==> src/rtl/ulp_pkg.sv <==
// constants for the low-power infrared serial channel with register select
// assumes a 25 MHz system clock and a parallel register bus
package ulp_pkg;
  // ************************************************************
  // register offsets
  // ************************************************************
  localparam logic [2:0] OFS_DATA   = 3'h0;
  localparam logic [2:0] OFS_IEN    = 3'h1;
  localparam logic [2:0] OFS_ISTAT  = 3'h2;
  localparam logic [2:0] OFS_LCTRL  = 3'h3;
  localparam logic [2:0] OFS_MCTRL  = 3'h4;
  localparam logic [2:0] OFS_LSTAT  = 3'h5;
  localparam logic [2:0] OFS_MSTAT  = 3'h6;
  localparam logic [2:0] OFS_SCR    = 3'h7;
  localparam logic [7:0] LCR_ENH_KEY = 8'hBF;
  // ************************************************************
  // field positions
  // ************************************************************
  localparam int LCR_DIV_BIT   = 7;
  localparam int IER_SLEEP_BIT = 4;
  localparam int MCR_IR_BIT    = 6;
  localparam int FEATURE_CONTROL_INV_BIT  = 2;
  localparam int FEATURE_CONTROL_SEL_BIT  = 6;
  localparam int EFR_ENH_BIT   = 4;
  // ************************************************************
  // reset values and codes
  // ************************************************************
  localparam logic [7:0] RST_ZERO   = 8'h00;
  localparam logic [7:0] LCR_RST    = 8'h03;
  localparam logic [7:0] ISR_NONE   = 8'h01;
  localparam logic [7:0] ISR_THRE   = 8'h02;
  localparam logic [7:0] ISR_RXRDY  = 8'h04;
  localparam logic [7:0] ISR_MODEM  = 8'h00;
  // identification values are arbitrary
  localparam logic [7:0] REV_CODE   = 8'h5A;
  localparam logic [7:0] ID_CODE    = 8'hA5;
  // ************************************************************
  // timing
  // ************************************************************
  localparam int CLK_HZ        = 25000000;
  localparam int PUMP_WAKE_US  = 45;
  localparam int PUMP_WAKE_CYC = (PUMP_WAKE_US * (CLK_HZ / 1000000));
  localparam int OSC_START_CYC = 16;
  localparam int PULSE_TICKS   = 3;
  localparam int BIT_TICKS     = 16;
  localparam int MIN_PULSE     = 2;
endpackage : ulp_pkg
==> src/rtl/ulp_channel.sv <==
// second serial channel: register select, sleep, power-save, infrared
// assumes strobes are synchronous to sys_clk; serializer is simplified
`timescale 1ns/100ps
`default_nettype none
module ulp_channel
(
  // clock and reset
  input  wire logic       sys_clk,
  input  wire logic       sys_rst,
  // register bus
  input  wire logic       chip_select_n,
  input  wire logic [2:0] reg_addr,
  input  wire logic       read_strobe_n,
  input  wire logic       write_strobe_n,
  input  wire logic [7:0] wr_data,
  output logic      [7:0] rd_data,
  output logic            rd_data_oe,
  // power pins
  input  wire logic       pump_autosleep_pin,
  input  wire logic       bus_isolate_pin,
  output logic            crystal_output_pin,
  output logic            pump_ready,
  output logic            full_sleep,
  output logic            bus_isolated,
  output logic            irq,
  // serial pins
  input  wire logic       second_channel_rx_in,
  output logic            second_channel_tx_out,
  input  wire logic [3:0] modem_in
);
  logic [7:0] line_control_reg, interrupt_enables_reg, modem_control_reg;
  logic [7:0] feature_control_reg, enhanced_function_reg, scratch_reg;
  logic [7:0] baud_divisor_low_reg, baud_divisor_high_reg;
  logic [7:0] baud_divisor_fraction_reg, fifo_trigger_level_reg;
  logic [7:0] enhanced_mode_select_reg, queue_control_reg;
  logic [7:0] resume_char_reg [0:1];
  logic [7:0] pause_char_reg  [0:1];
  logic [7:0] receive_holding_reg, transmit_holding_reg;
  logic       rx_ready_reg, tx_busy_reg, wake_irq_reg;
  logic [3:0] modem_delta_reg, modem_prev_reg;
  logic       asleep_reg, osc_ok_reg, rd_prev_reg, wr_prev_reg;
  logic [7:0] osc_cnt_reg;
  logic [10:0] pump_cnt_reg;
  logic [3:0] tick_cnt_reg, tx_phase_reg, tx_bits_reg, rx_phase_reg;
  logic [9:0] tx_shift_reg;
  logic [3:0] rx_bits_reg;
  logic [7:0] rx_shift_reg;
  logic       rx_busy_reg;
  logic [3:0] pulse_len_reg;
  logic       ir_prev_reg, ir_seen_reg;

  logic enh_bank, div_bank, div_zero, ir_on, rd_pulse, wr_pulse;
  logic rx_line, rx_nrz, tick, int_pending, sleep_ok, wake_event;
  logic [7:0] isr_val;

  // ************************************************************
  // register select
  // ************************************************************
  function automatic logic is_addr(input logic [2:0] a, input logic [2:0] b);
    is_addr = (a == b);
  endfunction : is_addr

  assign enh_bank = (line_control_reg == ulp_pkg::LCR_ENH_KEY);
  assign div_bank = line_control_reg[ulp_pkg::LCR_DIV_BIT] && !enh_bank;
  assign div_zero = (baud_divisor_low_reg == ulp_pkg::RST_ZERO) &&
                    (baud_divisor_high_reg == ulp_pkg::RST_ZERO);
  assign ir_on    = modem_control_reg[ulp_pkg::MCR_IR_BIT];

  assign bus_isolated = bus_isolate_pin && asleep_reg;

  assign rd_pulse = !chip_select_n && !read_strobe_n && rd_prev_reg &&
                    !bus_isolated;
  assign wr_pulse = !chip_select_n && !write_strobe_n && wr_prev_reg &&
                    !bus_isolated;

  always_ff @(posedge sys_clk or posedge sys_rst)
    if (sys_rst)
    begin
      rd_prev_reg <= 1'b1;
      wr_prev_reg <= 1'b1;
    end
    else
    begin
      rd_prev_reg <= read_strobe_n || chip_select_n;
      wr_prev_reg <= write_strobe_n || chip_select_n;
    end

  // ************************************************************
  // interrupt status
  // ************************************************************
  assign int_pending = (interrupt_enables_reg[0] && rx_ready_reg) ||
                       (interrupt_enables_reg[1] && !tx_busy_reg) ||
                       (interrupt_enables_reg[3] && (modem_delta_reg != 4'h0));

  always_comb
  begin
    if (interrupt_enables_reg[0] && rx_ready_reg)
      isr_val = ulp_pkg::ISR_RXRDY;
    else if (interrupt_enables_reg[1] && !tx_busy_reg)
      isr_val = ulp_pkg::ISR_THRE;
    else if (interrupt_enables_reg[3] && (modem_delta_reg != 4'h0))
      isr_val = ulp_pkg::ISR_MODEM;
    else
      isr_val = ulp_pkg::ISR_NONE;
  end

  assign irq = int_pending || (wake_irq_reg && !int_pending &&
               (interrupt_enables_reg[3:0] == 4'h0));

  // ************************************************************
  // read mux
  // ************************************************************
  always_comb
  begin
    rd_data = ulp_pkg::RST_ZERO;
    unique case (reg_addr)
      ulp_pkg::OFS_DATA:
        if (enh_bank) rd_data = {4'h0, rx_ready_reg, 3'h0};
        // revision in place of zero divisor
        else if (div_bank) rd_data = div_zero ? ulp_pkg::REV_CODE
                                              : baud_divisor_low_reg;
        else rd_data = receive_holding_reg;
      ulp_pkg::OFS_IEN:
        if (enh_bank) rd_data = feature_control_reg;
        else if (div_bank) rd_data = div_zero ? ulp_pkg::ID_CODE
                                              : baud_divisor_high_reg;
        else rd_data = interrupt_enables_reg;
      ulp_pkg::OFS_ISTAT:
        if (enh_bank) rd_data = enhanced_function_reg;
        else if (div_bank && enhanced_function_reg[ulp_pkg::EFR_ENH_BIT])
          rd_data = baud_divisor_fraction_reg;
        else rd_data = isr_val;
      ulp_pkg::OFS_LCTRL: rd_data = line_control_reg;
      ulp_pkg::OFS_MCTRL:
        rd_data = enh_bank ? resume_char_reg[0] : modem_control_reg;
      ulp_pkg::OFS_LSTAT:
        rd_data = enh_bank ? resume_char_reg[1]
                : {1'b0, !tx_busy_reg, !tx_busy_reg, 4'h0, rx_ready_reg};
      ulp_pkg::OFS_MSTAT:
        rd_data = enh_bank ? pause_char_reg[0]
                : {modem_in, modem_delta_reg};
      ulp_pkg::OFS_SCR:
        if (enh_bank) rd_data = pause_char_reg[1];
        else if (feature_control_reg[ulp_pkg::FEATURE_CONTROL_SEL_BIT])
          rd_data = {7'h00, rx_ready_reg};
        else rd_data = scratch_reg;
    endcase
  end

  assign rd_data_oe = !chip_select_n && !read_strobe_n && !bus_isolated;

  // ************************************************************
  // register writes
  // ************************************************************
  always_ff @(posedge sys_clk or posedge sys_rst)
    if (sys_rst)
    begin
      line_control_reg          <= ulp_pkg::LCR_RST;
      interrupt_enables_reg     <= ulp_pkg::RST_ZERO;
      modem_control_reg         <= ulp_pkg::RST_ZERO;
      feature_control_reg       <= ulp_pkg::RST_ZERO;
      enhanced_function_reg     <= ulp_pkg::RST_ZERO;
      scratch_reg               <= ulp_pkg::RST_ZERO;
      baud_divisor_low_reg      <= ulp_pkg::RST_ZERO;
      baud_divisor_high_reg     <= ulp_pkg::RST_ZERO;
      baud_divisor_fraction_reg <= ulp_pkg::RST_ZERO;
      fifo_trigger_level_reg    <= ulp_pkg::RST_ZERO;
      enhanced_mode_select_reg  <= ulp_pkg::RST_ZERO;
      queue_control_reg         <= ulp_pkg::RST_ZERO;
      resume_char_reg[0]        <= ulp_pkg::RST_ZERO;
      resume_char_reg[1]        <= ulp_pkg::RST_ZERO;
      pause_char_reg[0]         <= ulp_pkg::RST_ZERO;
      pause_char_reg[1]         <= ulp_pkg::RST_ZERO;
    end
    else if (wr_pulse)
    begin
      if (enh_bank)
        unique case (reg_addr)
          ulp_pkg::OFS_DATA:  fifo_trigger_level_reg <= wr_data;
          ulp_pkg::OFS_IEN:   feature_control_reg    <= wr_data;
          ulp_pkg::OFS_ISTAT: enhanced_function_reg  <= wr_data;
          ulp_pkg::OFS_LCTRL: line_control_reg       <= wr_data;
          ulp_pkg::OFS_MCTRL: resume_char_reg[0]     <= wr_data;
          ulp_pkg::OFS_LSTAT: resume_char_reg[1]     <= wr_data;
          ulp_pkg::OFS_MSTAT: pause_char_reg[0]      <= wr_data;
          ulp_pkg::OFS_SCR:   pause_char_reg[1]      <= wr_data;
        endcase
      else
        unique case (reg_addr)
          ulp_pkg::OFS_DATA:
            if (div_bank) baud_divisor_low_reg <= wr_data;
          ulp_pkg::OFS_IEN:
            if (div_bank) baud_divisor_high_reg <= wr_data;
            else interrupt_enables_reg <= wr_data;
          ulp_pkg::OFS_ISTAT:
            if (div_bank && enhanced_function_reg[ulp_pkg::EFR_ENH_BIT])
              baud_divisor_fraction_reg <= wr_data;
            else queue_control_reg <= wr_data;
          ulp_pkg::OFS_LCTRL: line_control_reg  <= wr_data;
          ulp_pkg::OFS_MCTRL: modem_control_reg <= wr_data;
          ulp_pkg::OFS_LSTAT, ulp_pkg::OFS_MSTAT: ;
          ulp_pkg::OFS_SCR:
            if (feature_control_reg[ulp_pkg::FEATURE_CONTROL_SEL_BIT])
              enhanced_mode_select_reg <= wr_data;
            else scratch_reg <= wr_data;
        endcase
    end

  // ************************************************************
  // sleep, full sleep and wake
  // ************************************************************
  // infrared idle low, optional inversion
  assign rx_line = ir_on ? (second_channel_rx_in ^
                   feature_control_reg[ulp_pkg::FEATURE_CONTROL_INV_BIT])
                 : second_channel_rx_in;
  // wake on start bit, modem change, a write when not isolated, or sleep bit clear
  assign wake_event = (ir_on ? rx_line : !rx_line) ||
                      (modem_in != modem_prev_reg);
  assign sleep_ok = interrupt_enables_reg[ulp_pkg::IER_SLEEP_BIT] &&
                    !int_pending && !wake_irq_reg && !div_zero &&
                    (modem_delta_reg == 4'h0) && rx_nrz && !rx_busy_reg &&
                    !tx_busy_reg;

  always_ff @(posedge sys_clk or posedge sys_rst)
    if (sys_rst)
    begin
      asleep_reg   <= 1'b0;
      osc_ok_reg   <= 1'b1;
      osc_cnt_reg  <= 8'h00;
      wake_irq_reg <= 1'b0;
    end
    else
    begin
      if (!asleep_reg && osc_ok_reg && sleep_ok)
        asleep_reg <= 1'b1;
      else if (asleep_reg && (wake_event ||
               !interrupt_enables_reg[ulp_pkg::IER_SLEEP_BIT] ||
               (wr_pulse && !bus_isolate_pin)))
      begin
        asleep_reg  <= 1'b0;
        osc_ok_reg  <= 1'b0;
        osc_cnt_reg <= 8'h00;
      end
      else if (!osc_ok_reg)
      begin
        osc_cnt_reg <= osc_cnt_reg + 8'h01;
        if (osc_cnt_reg == 8'(ulp_pkg::OSC_START_CYC - 1))
          osc_ok_reg <= 1'b1;
      end
      // raise wake once oscillator is ready
      if (!osc_ok_reg && osc_cnt_reg == 8'(ulp_pkg::OSC_START_CYC - 1) &&
          interrupt_enables_reg[ulp_pkg::IER_SLEEP_BIT])
        wake_irq_reg <= 1'b1;
      else if (rd_pulse && !enh_bank && is_addr(reg_addr, ulp_pkg::OFS_ISTAT))
        wake_irq_reg <= 1'b0;
    end

  assign crystal_output_pin = osc_ok_reg && !asleep_reg && tick_cnt_reg[0];
  // full sleep, exit on pin or on leaving sleep
  assign full_sleep = asleep_reg && pump_autosleep_pin;

  always_ff @(posedge sys_clk or posedge sys_rst)
    if (sys_rst)
      pump_cnt_reg <= 11'(ulp_pkg::PUMP_WAKE_CYC);
    else if (full_sleep)
      pump_cnt_reg <= 11'h000;
    else if (pump_cnt_reg != 11'(ulp_pkg::PUMP_WAKE_CYC))
      pump_cnt_reg <= pump_cnt_reg + 11'h001;

  assign pump_ready = (pump_cnt_reg == 11'(ulp_pkg::PUMP_WAKE_CYC));

  // ************************************************************
  // modem deltas
  // ************************************************************
  always_ff @(posedge sys_clk or posedge sys_rst)
    if (sys_rst)
    begin
      modem_prev_reg  <= 4'h0;
      modem_delta_reg <= 4'h0;
    end
    else
    begin
      modem_prev_reg <= modem_in;
      // a new change wins over the clearing read
      if (rd_pulse && !enh_bank && is_addr(reg_addr, ulp_pkg::OFS_MSTAT))
        modem_delta_reg <= modem_in ^ modem_prev_reg;
      else
        modem_delta_reg <= modem_delta_reg | (modem_in ^ modem_prev_reg);
    end

  // ************************************************************
  // sixteen-times tick from divisor (integer part only)
  // ************************************************************
  logic [15:0] div_cnt_reg;
  assign tick = (div_cnt_reg == 16'h0000) && !div_zero && !asleep_reg;

  always_ff @(posedge sys_clk or posedge sys_rst)
    if (sys_rst)
    begin
      div_cnt_reg  <= 16'h0000;
      tick_cnt_reg <= 4'h0;
    end
    else if (div_zero || asleep_reg)
      div_cnt_reg <= 16'h0000;
    else if (tick)
    begin
      div_cnt_reg  <= {baud_divisor_high_reg, baud_divisor_low_reg} - 16'h0001;
      tick_cnt_reg <= tick_cnt_reg + 4'h1;
    end
    else
      div_cnt_reg <= div_cnt_reg - 16'h0001;

  // ************************************************************
  // transmitter with infrared encoder
  // ************************************************************
  always_ff @(posedge sys_clk or posedge sys_rst)
    if (sys_rst)
    begin
      tx_busy_reg  <= 1'b0;
      tx_shift_reg <= 10'h3FF;
      tx_phase_reg <= 4'h0;
      tx_bits_reg  <= 4'h0;
      transmit_holding_reg <= 8'h00;
    end
    else if (wr_pulse && !enh_bank && !div_bank &&
             is_addr(reg_addr, ulp_pkg::OFS_DATA) && !tx_busy_reg)
    begin
      transmit_holding_reg <= wr_data;
      tx_shift_reg <= {1'b1, wr_data, 1'b0};
      tx_busy_reg  <= 1'b1;
      tx_phase_reg <= 4'h0;
      tx_bits_reg  <= 4'h0;
    end
    else if (tx_busy_reg && tick)
    begin
      tx_phase_reg <= tx_phase_reg + 4'h1;
      if (tx_phase_reg == 4'(ulp_pkg::BIT_TICKS - 1))
      begin
        tx_shift_reg <= {1'b1, tx_shift_reg[9:1]};
        tx_bits_reg  <= tx_bits_reg + 4'h1;
        if (tx_bits_reg == 4'h9)
          tx_busy_reg <= 1'b0;
      end
    end

  // pulse on zero bits, idle low
  // encoder exists on this channel only
  always_ff @(posedge sys_clk or posedge sys_rst)
    if (sys_rst)
      second_channel_tx_out <= 1'b1;
    else if (ir_on)
      second_channel_tx_out <= tx_busy_reg && !tx_shift_reg[0] &&
                               (tx_phase_reg < 4'(ulp_pkg::PULSE_TICKS));
    else
      second_channel_tx_out <= tx_shift_reg[0];

  // ************************************************************
  // receiver with infrared decoder
  // ************************************************************
  // pulse seen within a bit makes a zero
  always_ff @(posedge sys_clk or posedge sys_rst)
    if (sys_rst)
    begin
      ir_prev_reg   <= 1'b0;
      ir_seen_reg   <= 1'b0;
      pulse_len_reg <= 4'h0;
    end
    else
    begin
      ir_prev_reg <= rx_line;
      if (tick && rx_line)
        pulse_len_reg <= (pulse_len_reg == 4'hF) ? pulse_len_reg
                                                 : pulse_len_reg + 4'h1;
      else if (!rx_line)
        pulse_len_reg <= 4'h0;
      if (rx_line && !ir_prev_reg)
        ir_seen_reg <= 1'b1;
      else if (tick && rx_phase_reg == 4'hF && !rx_line)
        ir_seen_reg <= 1'b0;
    end

  assign rx_nrz = ir_on ? !(ir_seen_reg || rx_line) : rx_line;

  always_ff @(posedge sys_clk or posedge sys_rst)
    if (sys_rst)
    begin
      rx_busy_reg  <= 1'b0;
      rx_phase_reg <= 4'h0;
      rx_bits_reg  <= 4'h0;
      rx_shift_reg <= 8'h00;
      rx_ready_reg <= 1'b0;
      receive_holding_reg <= 8'h00;
    end
    else
    begin
      if (!rx_busy_reg && !rx_nrz && tick)
      begin
        rx_busy_reg  <= 1'b1;
        rx_phase_reg <= 4'h0;
        rx_bits_reg  <= 4'h0;
      end
      else if (rx_busy_reg && tick)
      begin
        rx_phase_reg <= rx_phase_reg + 4'h1;
        if (rx_phase_reg == 4'h7)
        begin
          rx_bits_reg <= rx_bits_reg + 4'h1;
          if (rx_bits_reg != 4'h0 && rx_bits_reg != 4'h9)
            rx_shift_reg <= {rx_nrz, rx_shift_reg[7:1]};
          if (rx_bits_reg == 4'h9)
            rx_busy_reg <= 1'b0;
        end
      end
      // new byte wins over the clearing read
      if (rx_busy_reg && tick && rx_phase_reg == 4'h7 && rx_bits_reg == 4'h9)
      begin
        receive_holding_reg <= rx_shift_reg;
        rx_ready_reg <= 1'b1;
      end
      else if (rd_pulse && !enh_bank && !div_bank &&
               is_addr(reg_addr, ulp_pkg::OFS_DATA))
        rx_ready_reg <= 1'b0;
    end
endmodule : ulp_channel
`default_nettype wire

==> config.mk <==
export PLATFORM = sky130hd
export DESIGN_NAME = ulp_channel
export DESIGN_NICKNAME = d
export VERILOG_FILES = /design/src/rtl/ulp_pkg.sv /design/src/rtl/ulp_channel.sv
export SDC_FILE = /design/constraint.sdc
export NUM_CORES = 1
export LEC_CHECK = 0
export BUFFER_PORTS_ARGS = -buffer_cell sky130_fd_sc_hd__buf_2
export CAP_MARGIN = 20
export CORE_UTILIZATION = 35
export DETAILED_ROUTE_END_ITERATION = 12
export PLACE_DENSITY = 0.6
export SYNTH_ARGS = -nofsm -noshare
export SYNTH_HDL_FRONTEND = slang
export SYNTH_SLANG_ARGS = --single-unit
==> constraint.sdc <==
create_clock -name sys_clk -period 8.1 [get_ports sys_clk]
set_input_delay 1.62 -clock sys_clk [delete_from_list [all_inputs] [get_ports sys_clk]]
set_output_delay 1.62 -clock sys_clk [all_outputs]
set_load 0.03 [all_outputs]
# --- Yosys cells after proc, flatten, opt, wreduce, memory -nomap -nowiden ---
# Cells that the tools add are included.
totals:
  out_inout_bits: 15
  input_bits: 23
  regBits: 204
classes:
  addsub: 9
  reduce_logical: 123
  mux: 60
  bitwise: 9
  order_cmp: 1
  n_eq_ne: 19
op_table:
  columns: ["cell", "count"]
  rows:
  - ["2-to-1 mux 8 bit", 15]
  - ["one-hot mux 8 bit (8 select lines)", 1]
  - ["logical AND 1 bit", 54]
  - ["2-to-1 mux 4 bit", 11]
  - ["2-to-1 mux 16 bit", 2]
  - ["subtractor 16 x 1 -> 16 bit (second input constant)", 2]
  - ["2-to-1 mux 10 bit", 3]
  - ["AND reduction 3 bit", 9]
  - ["2-to-1 mux 1 bit", 24]
  - ["AND reduction 4 bit", 6]
  - ["2-to-1 mux 11 bit", 2]
  - ["nonzero test 2 bit", 11]
  - ["adder 4 x 1 -> 4 bit (second input constant)", 5]
  - ["logical NOT 1 bit", 20]
  - ["== test 4 bit (second input constant)", 4]
  - ["logical NOT 16 bit", 1]
  - ["logical NOT 8 bit", 2]
  - ["== test 3 bit (second input constant)", 4]
  - ["adder 11 x 1 -> 11 bit (second input constant)", 1]
  - ["== test 11 bit (second input constant)", 1]
  - ["inequality test 11 bit (second input constant)", 1]
  - ["logical OR 1 bit", 10]
  - ["AND reduction 2 bit", 5]
  - ["adder 8 x 1 -> 8 bit (second input constant)", 1]
  - ["18 further kinds", 26]

# --- Logic depth before layout (Yosys ltp) ---
depth:
  ltp_word: 15
  depth_mapped: 10
  depth_no_buf: 10

# --- Worst setup path after synthesis ---
# No wires, ideal clock.
synth_timing:
  path_kind: "in2out"
  from: "input port reg_addr[2]"
  to: "output port rd_data[7]"
  path_buffers: 2
  t_arrival_ps: 3425
  slack_ps: 3055
  cell_stages: 8
  required_time_ps: 6480
  path_cell_list: "clkbuf_1 > nor2b_1 > and2_1 > clkbuf_1 > a221oi_1 > nor2_1 > or4_1 > or3_1"
synth_via:
  elab_chain_cells: 2
  word_cells_on_any_way: 9
synth_rtl:
  columns: ["item", "line", "rtl"]
  rows:
  - ["from (decl)", "ulp_channel.sv:12", "input wire logic [2:0] reg_addr,"]
  - ["== test 3 bit (tied with other cells)", "ulp_channel.sv:116", "unique case (reg_addr)"]
  - ["one-hot mux 8 bit (8 select lines) *", "ulp_channel.sv:116", null]
  - ["to (decl)", "ulp_channel.sv:16", "output logic [7:0] rd_data,"]
# Every way passes the cells marked *; elsewhere a longest branch is shown, timed or not.

# --- Worst setup path in the final report ---
layout_timing:
  from: "input port reg_addr[1]"
  to: "output port rd_data[7]"
# Same word-level chain as after synthesis.

==> reports/qor.txt <==
Status: completed
Synth Area in Compound Gates: 10.4%
Largest family of logic cells by synthesized area: multiplexers
Synth Warn #: 0
Max Clock Skew: 15.7 ps
Vias in the first global route: 7094
Fmax: 190 MHz
Core area: 0.0279 mm^2
Post-route insts no fill: 1315
Diodes inserted: 0
Adder-Cell Fraction of Synth Area: 1.38%
Hold Path Class: flip-flop to flip-flop
Startpoint Class: input pin
Clk root buf: clkbuf_16
CTS tree: done
Hold Crit Depth: 1
Mux cell area share after synthesis: 17.0%
Final Cycle Share: 65.1%
Syn avg cell area: 11.0 um^2
Clock Path Buffers: 2
Final WL: 26100 um
Area growth from synthesis to final layout: 10.9%
Power Density: 255 mW/mm^2
Setup TNS: 0 ps
Relative slew slack: 35.6%
CTS Hold Buffers Added: 0
Hold Path Sink: tick_cnt_reg[0]$_DFFE_PP0P_
Max H-tree Level: 4
Largest net degree at the start of global routing: 135
Slew @ Worst Pin: 965 ps
Filler cells: 2706
Reg2reg end: receive_holding_reg[2]$_DFFE_PP0P_
DR pass1 iterations: 5
Sequential area share after synthesis: 50.6%
Post-DP HPWL: 17900 um
R2R depth: 6
Worst path slowest cell: or3_1
Cts bufs inserted: 17
Post-synth EDFFs: 0
Hold_sp: tick_cnt_reg[0]$_DFFE_PP0P_
Gr usage total: 18.9%
Worst reg-to-reg setup slack: 5030 ps
Crit path buffers/inverters: 2
Unrepaired setup endpoints after global routing: false
Row count: 61
Post-DRT Antenna Nets: 0
Vias per cell: 5.37
XOR/XNOR Fraction of Synth Area: 2.99%
Clk Latency, worst-skew pair: 450 ps
Global-route wire length before repair: 41300 um
Inst Count DP: 1283
CP Cell Sequence: buf_2 -> nor2b_1 -> and2_1 -> a221oi_1 -> nor2_1 -> or4_1 -> or3_1 -> buf_2
Slew Viols, Final: 0
Critical path arrival: 3650 ps
Cell family with most CP delay: simple AND/OR/NAND/NOR gates
Setup crit end kind: output port
Syn nets: 942
Drt drc: 0
Top_reg_cell synth: dfrtp_1
Setup Viol. Count Final: 0
Total gr overflow: 0
Total Nets Final: 958
Postcts setup bufs: 0
Vias: 7061
Yosys cell types: 72
Leak pwr: 4.84 nW
Synth Register Bits: 200
Die Ht: 171 um
Die Span X: 171 um
CP max FO: 14
Most common cell on crit path: buf_2
Max VDD drop: 0.160 mV
Initial antenna violation count: 0
I/O Buffers: 37
Layout cells sized above 1: 25.4%
Final min period: 5270 ps
Initial Util: 35.7%
Final hold vios: 0
CP required: 6480 ps
Footprint of the multi-input gates: 0.00470 mm^2
WL/cell: 19.9 um
Post-CTS sizing: 0
Register area: 0.00503 mm^2
FFs w/ async S/R, synth: 100%
CP peak stage delay: 440 ps
Reg clk slew, reported paths: 70 ps
Die area: 0.0291 mm^2
Clock sinks: 200
Max cap viols: 0
Critical path type: input pin to output port
# IOs: 38
1st-iter DRT viols: 518
Netlist Area Pre-Place: 0.00994 mm^2
Gate Count Post-Synth: 908
Reg-to-reg startpoint: div_cnt_reg[9]$_DFF_PP0_
Final GP Congestion: 0.915
Post-synthesis simple-gate area fraction: 15.3%
-- power by group --
group	total, W	internal, W	switching [W]
Sequential	0.00131	0.00117	0.000148
Clock	0.000832	0.000429	0.000403
Combinational	0.000668	0.000266	0.000403
-- worst max-delay path by stage --
stage / from / end / slack (ps) / cells after the start
after detailed placement: reg_addr[1] / rd_data[7] / 2850 / 8
after global placement: reg_addr[1] / rd_data[7] / 2830 / 8
after CTS: reg_addr[1] / rd_data[7] / 2850 / 8
after floorplan: sys_rst / asleep_reg$_DFFE_PP0P_ / 1060 / 1
after global routing: line_control_reg[7]$_DFFE_PP0P_ / rd_data[2] / 2720 / 8
final: reg_addr[1] / rd_data[7] / 2830 / 8
-- synthesized netlist by cell type (all sizes together), types with 20 or more instances --
cell    instances  area share (%)
xnor2          20             1.8
clkbuf         36             1.4
mux2i          25             2.5
a21oi          59             3.0
o21ai          31             1.6
dfrtp         180              45
nand3          29             1.5
nor3           23             1.3
nor2           69             2.7
mux2          122              14
nand2          74             2.9
dfstp          20             5.3
-- cell usage in the layout, fill, tap and decap left out, types with 7 or more instances in the layout --
cell	instances
or3_1	12
nor2b_1	11
nor2_1	66
inv_1	13
mux2i_1	25
nand2b_1	10
dfrtp_1	180
mux2_2	122
o21ai_0	31
o221ai_1	8
xor2_1	14
nand4_1	11
a211oi_1	7
buf_2	37
clkbuf_16	17
nand2_1	73
dfstp_2	20
nand3_1	29
ha_1	11
a21oi_1	59
nor3_1	21
xnor2_1	20
nor3b_1	7
-- per-layer routing --
metal | share of wire, % | wire, um | GRT usage [%] | vias to the layer above
met1 | 46 | 11900 | 25.4 | 3546
met3 | 4.8 | 1260 | 4.28 | 33
met4 | 1.8 | 482 | 5.72 | 0
met5 | 0 | 0 | 0 | -
li1 | - | - | - | 3320
met2 | 48 | 12500 | 30.4 | 162
-- logic make-up after synthesis --
| family | count (synthesis) |
|---|---|
| simple gates | 294 |
| flops | 200 |
| compound gates | 160 |
| mux | 150 |
| buf+inv | 59 |
| xor+xnor | 34 |
| fa+ha+maj | 11 |
-- final cells by class --
class | instances | share of cell area (%)
Sequential cell | 200 | 45.6
Multi-Input combinational cell | 649 | 42.6
Tap cell | 378 | 4.29
Clock buffer | 19 | 3.92
Timing Repair Buffer | 41 | 1.95
Clock inverter | 13 | 1.08
Inverter | 15 | 0.578
-- through the flow --
stage / setup WS [ps] / instance area [um^2] / util, % / hold slack, ps / power [W]
global placement: 2830 / 10500 / 37.6 / 455 / 0.00198
CTS: 2850 / 11000 / 39.6 / 472 / 0.00283
floorplan: 1060 / 9940 / - / 439 / 0.00181
detailed placement: 2850 / 10500 / 37.6 / 462 / 0.00199
global route: 2720 / 11000 / 39.6 / 496 / 0.00297
finish: 2830 / 11000 / 39.6 / 472 / 0.00281
-- worst reg2reg max path, cell delays in order (launching register included) --
cell,delay [ps]
dfrtp_1,400
nor3_1,500
nand4_2,290
a211oi_4,690
nand2_4,170
nor3_4,490
mux2_2,400
Note: power is estimated with default switching activity, not from simulation.
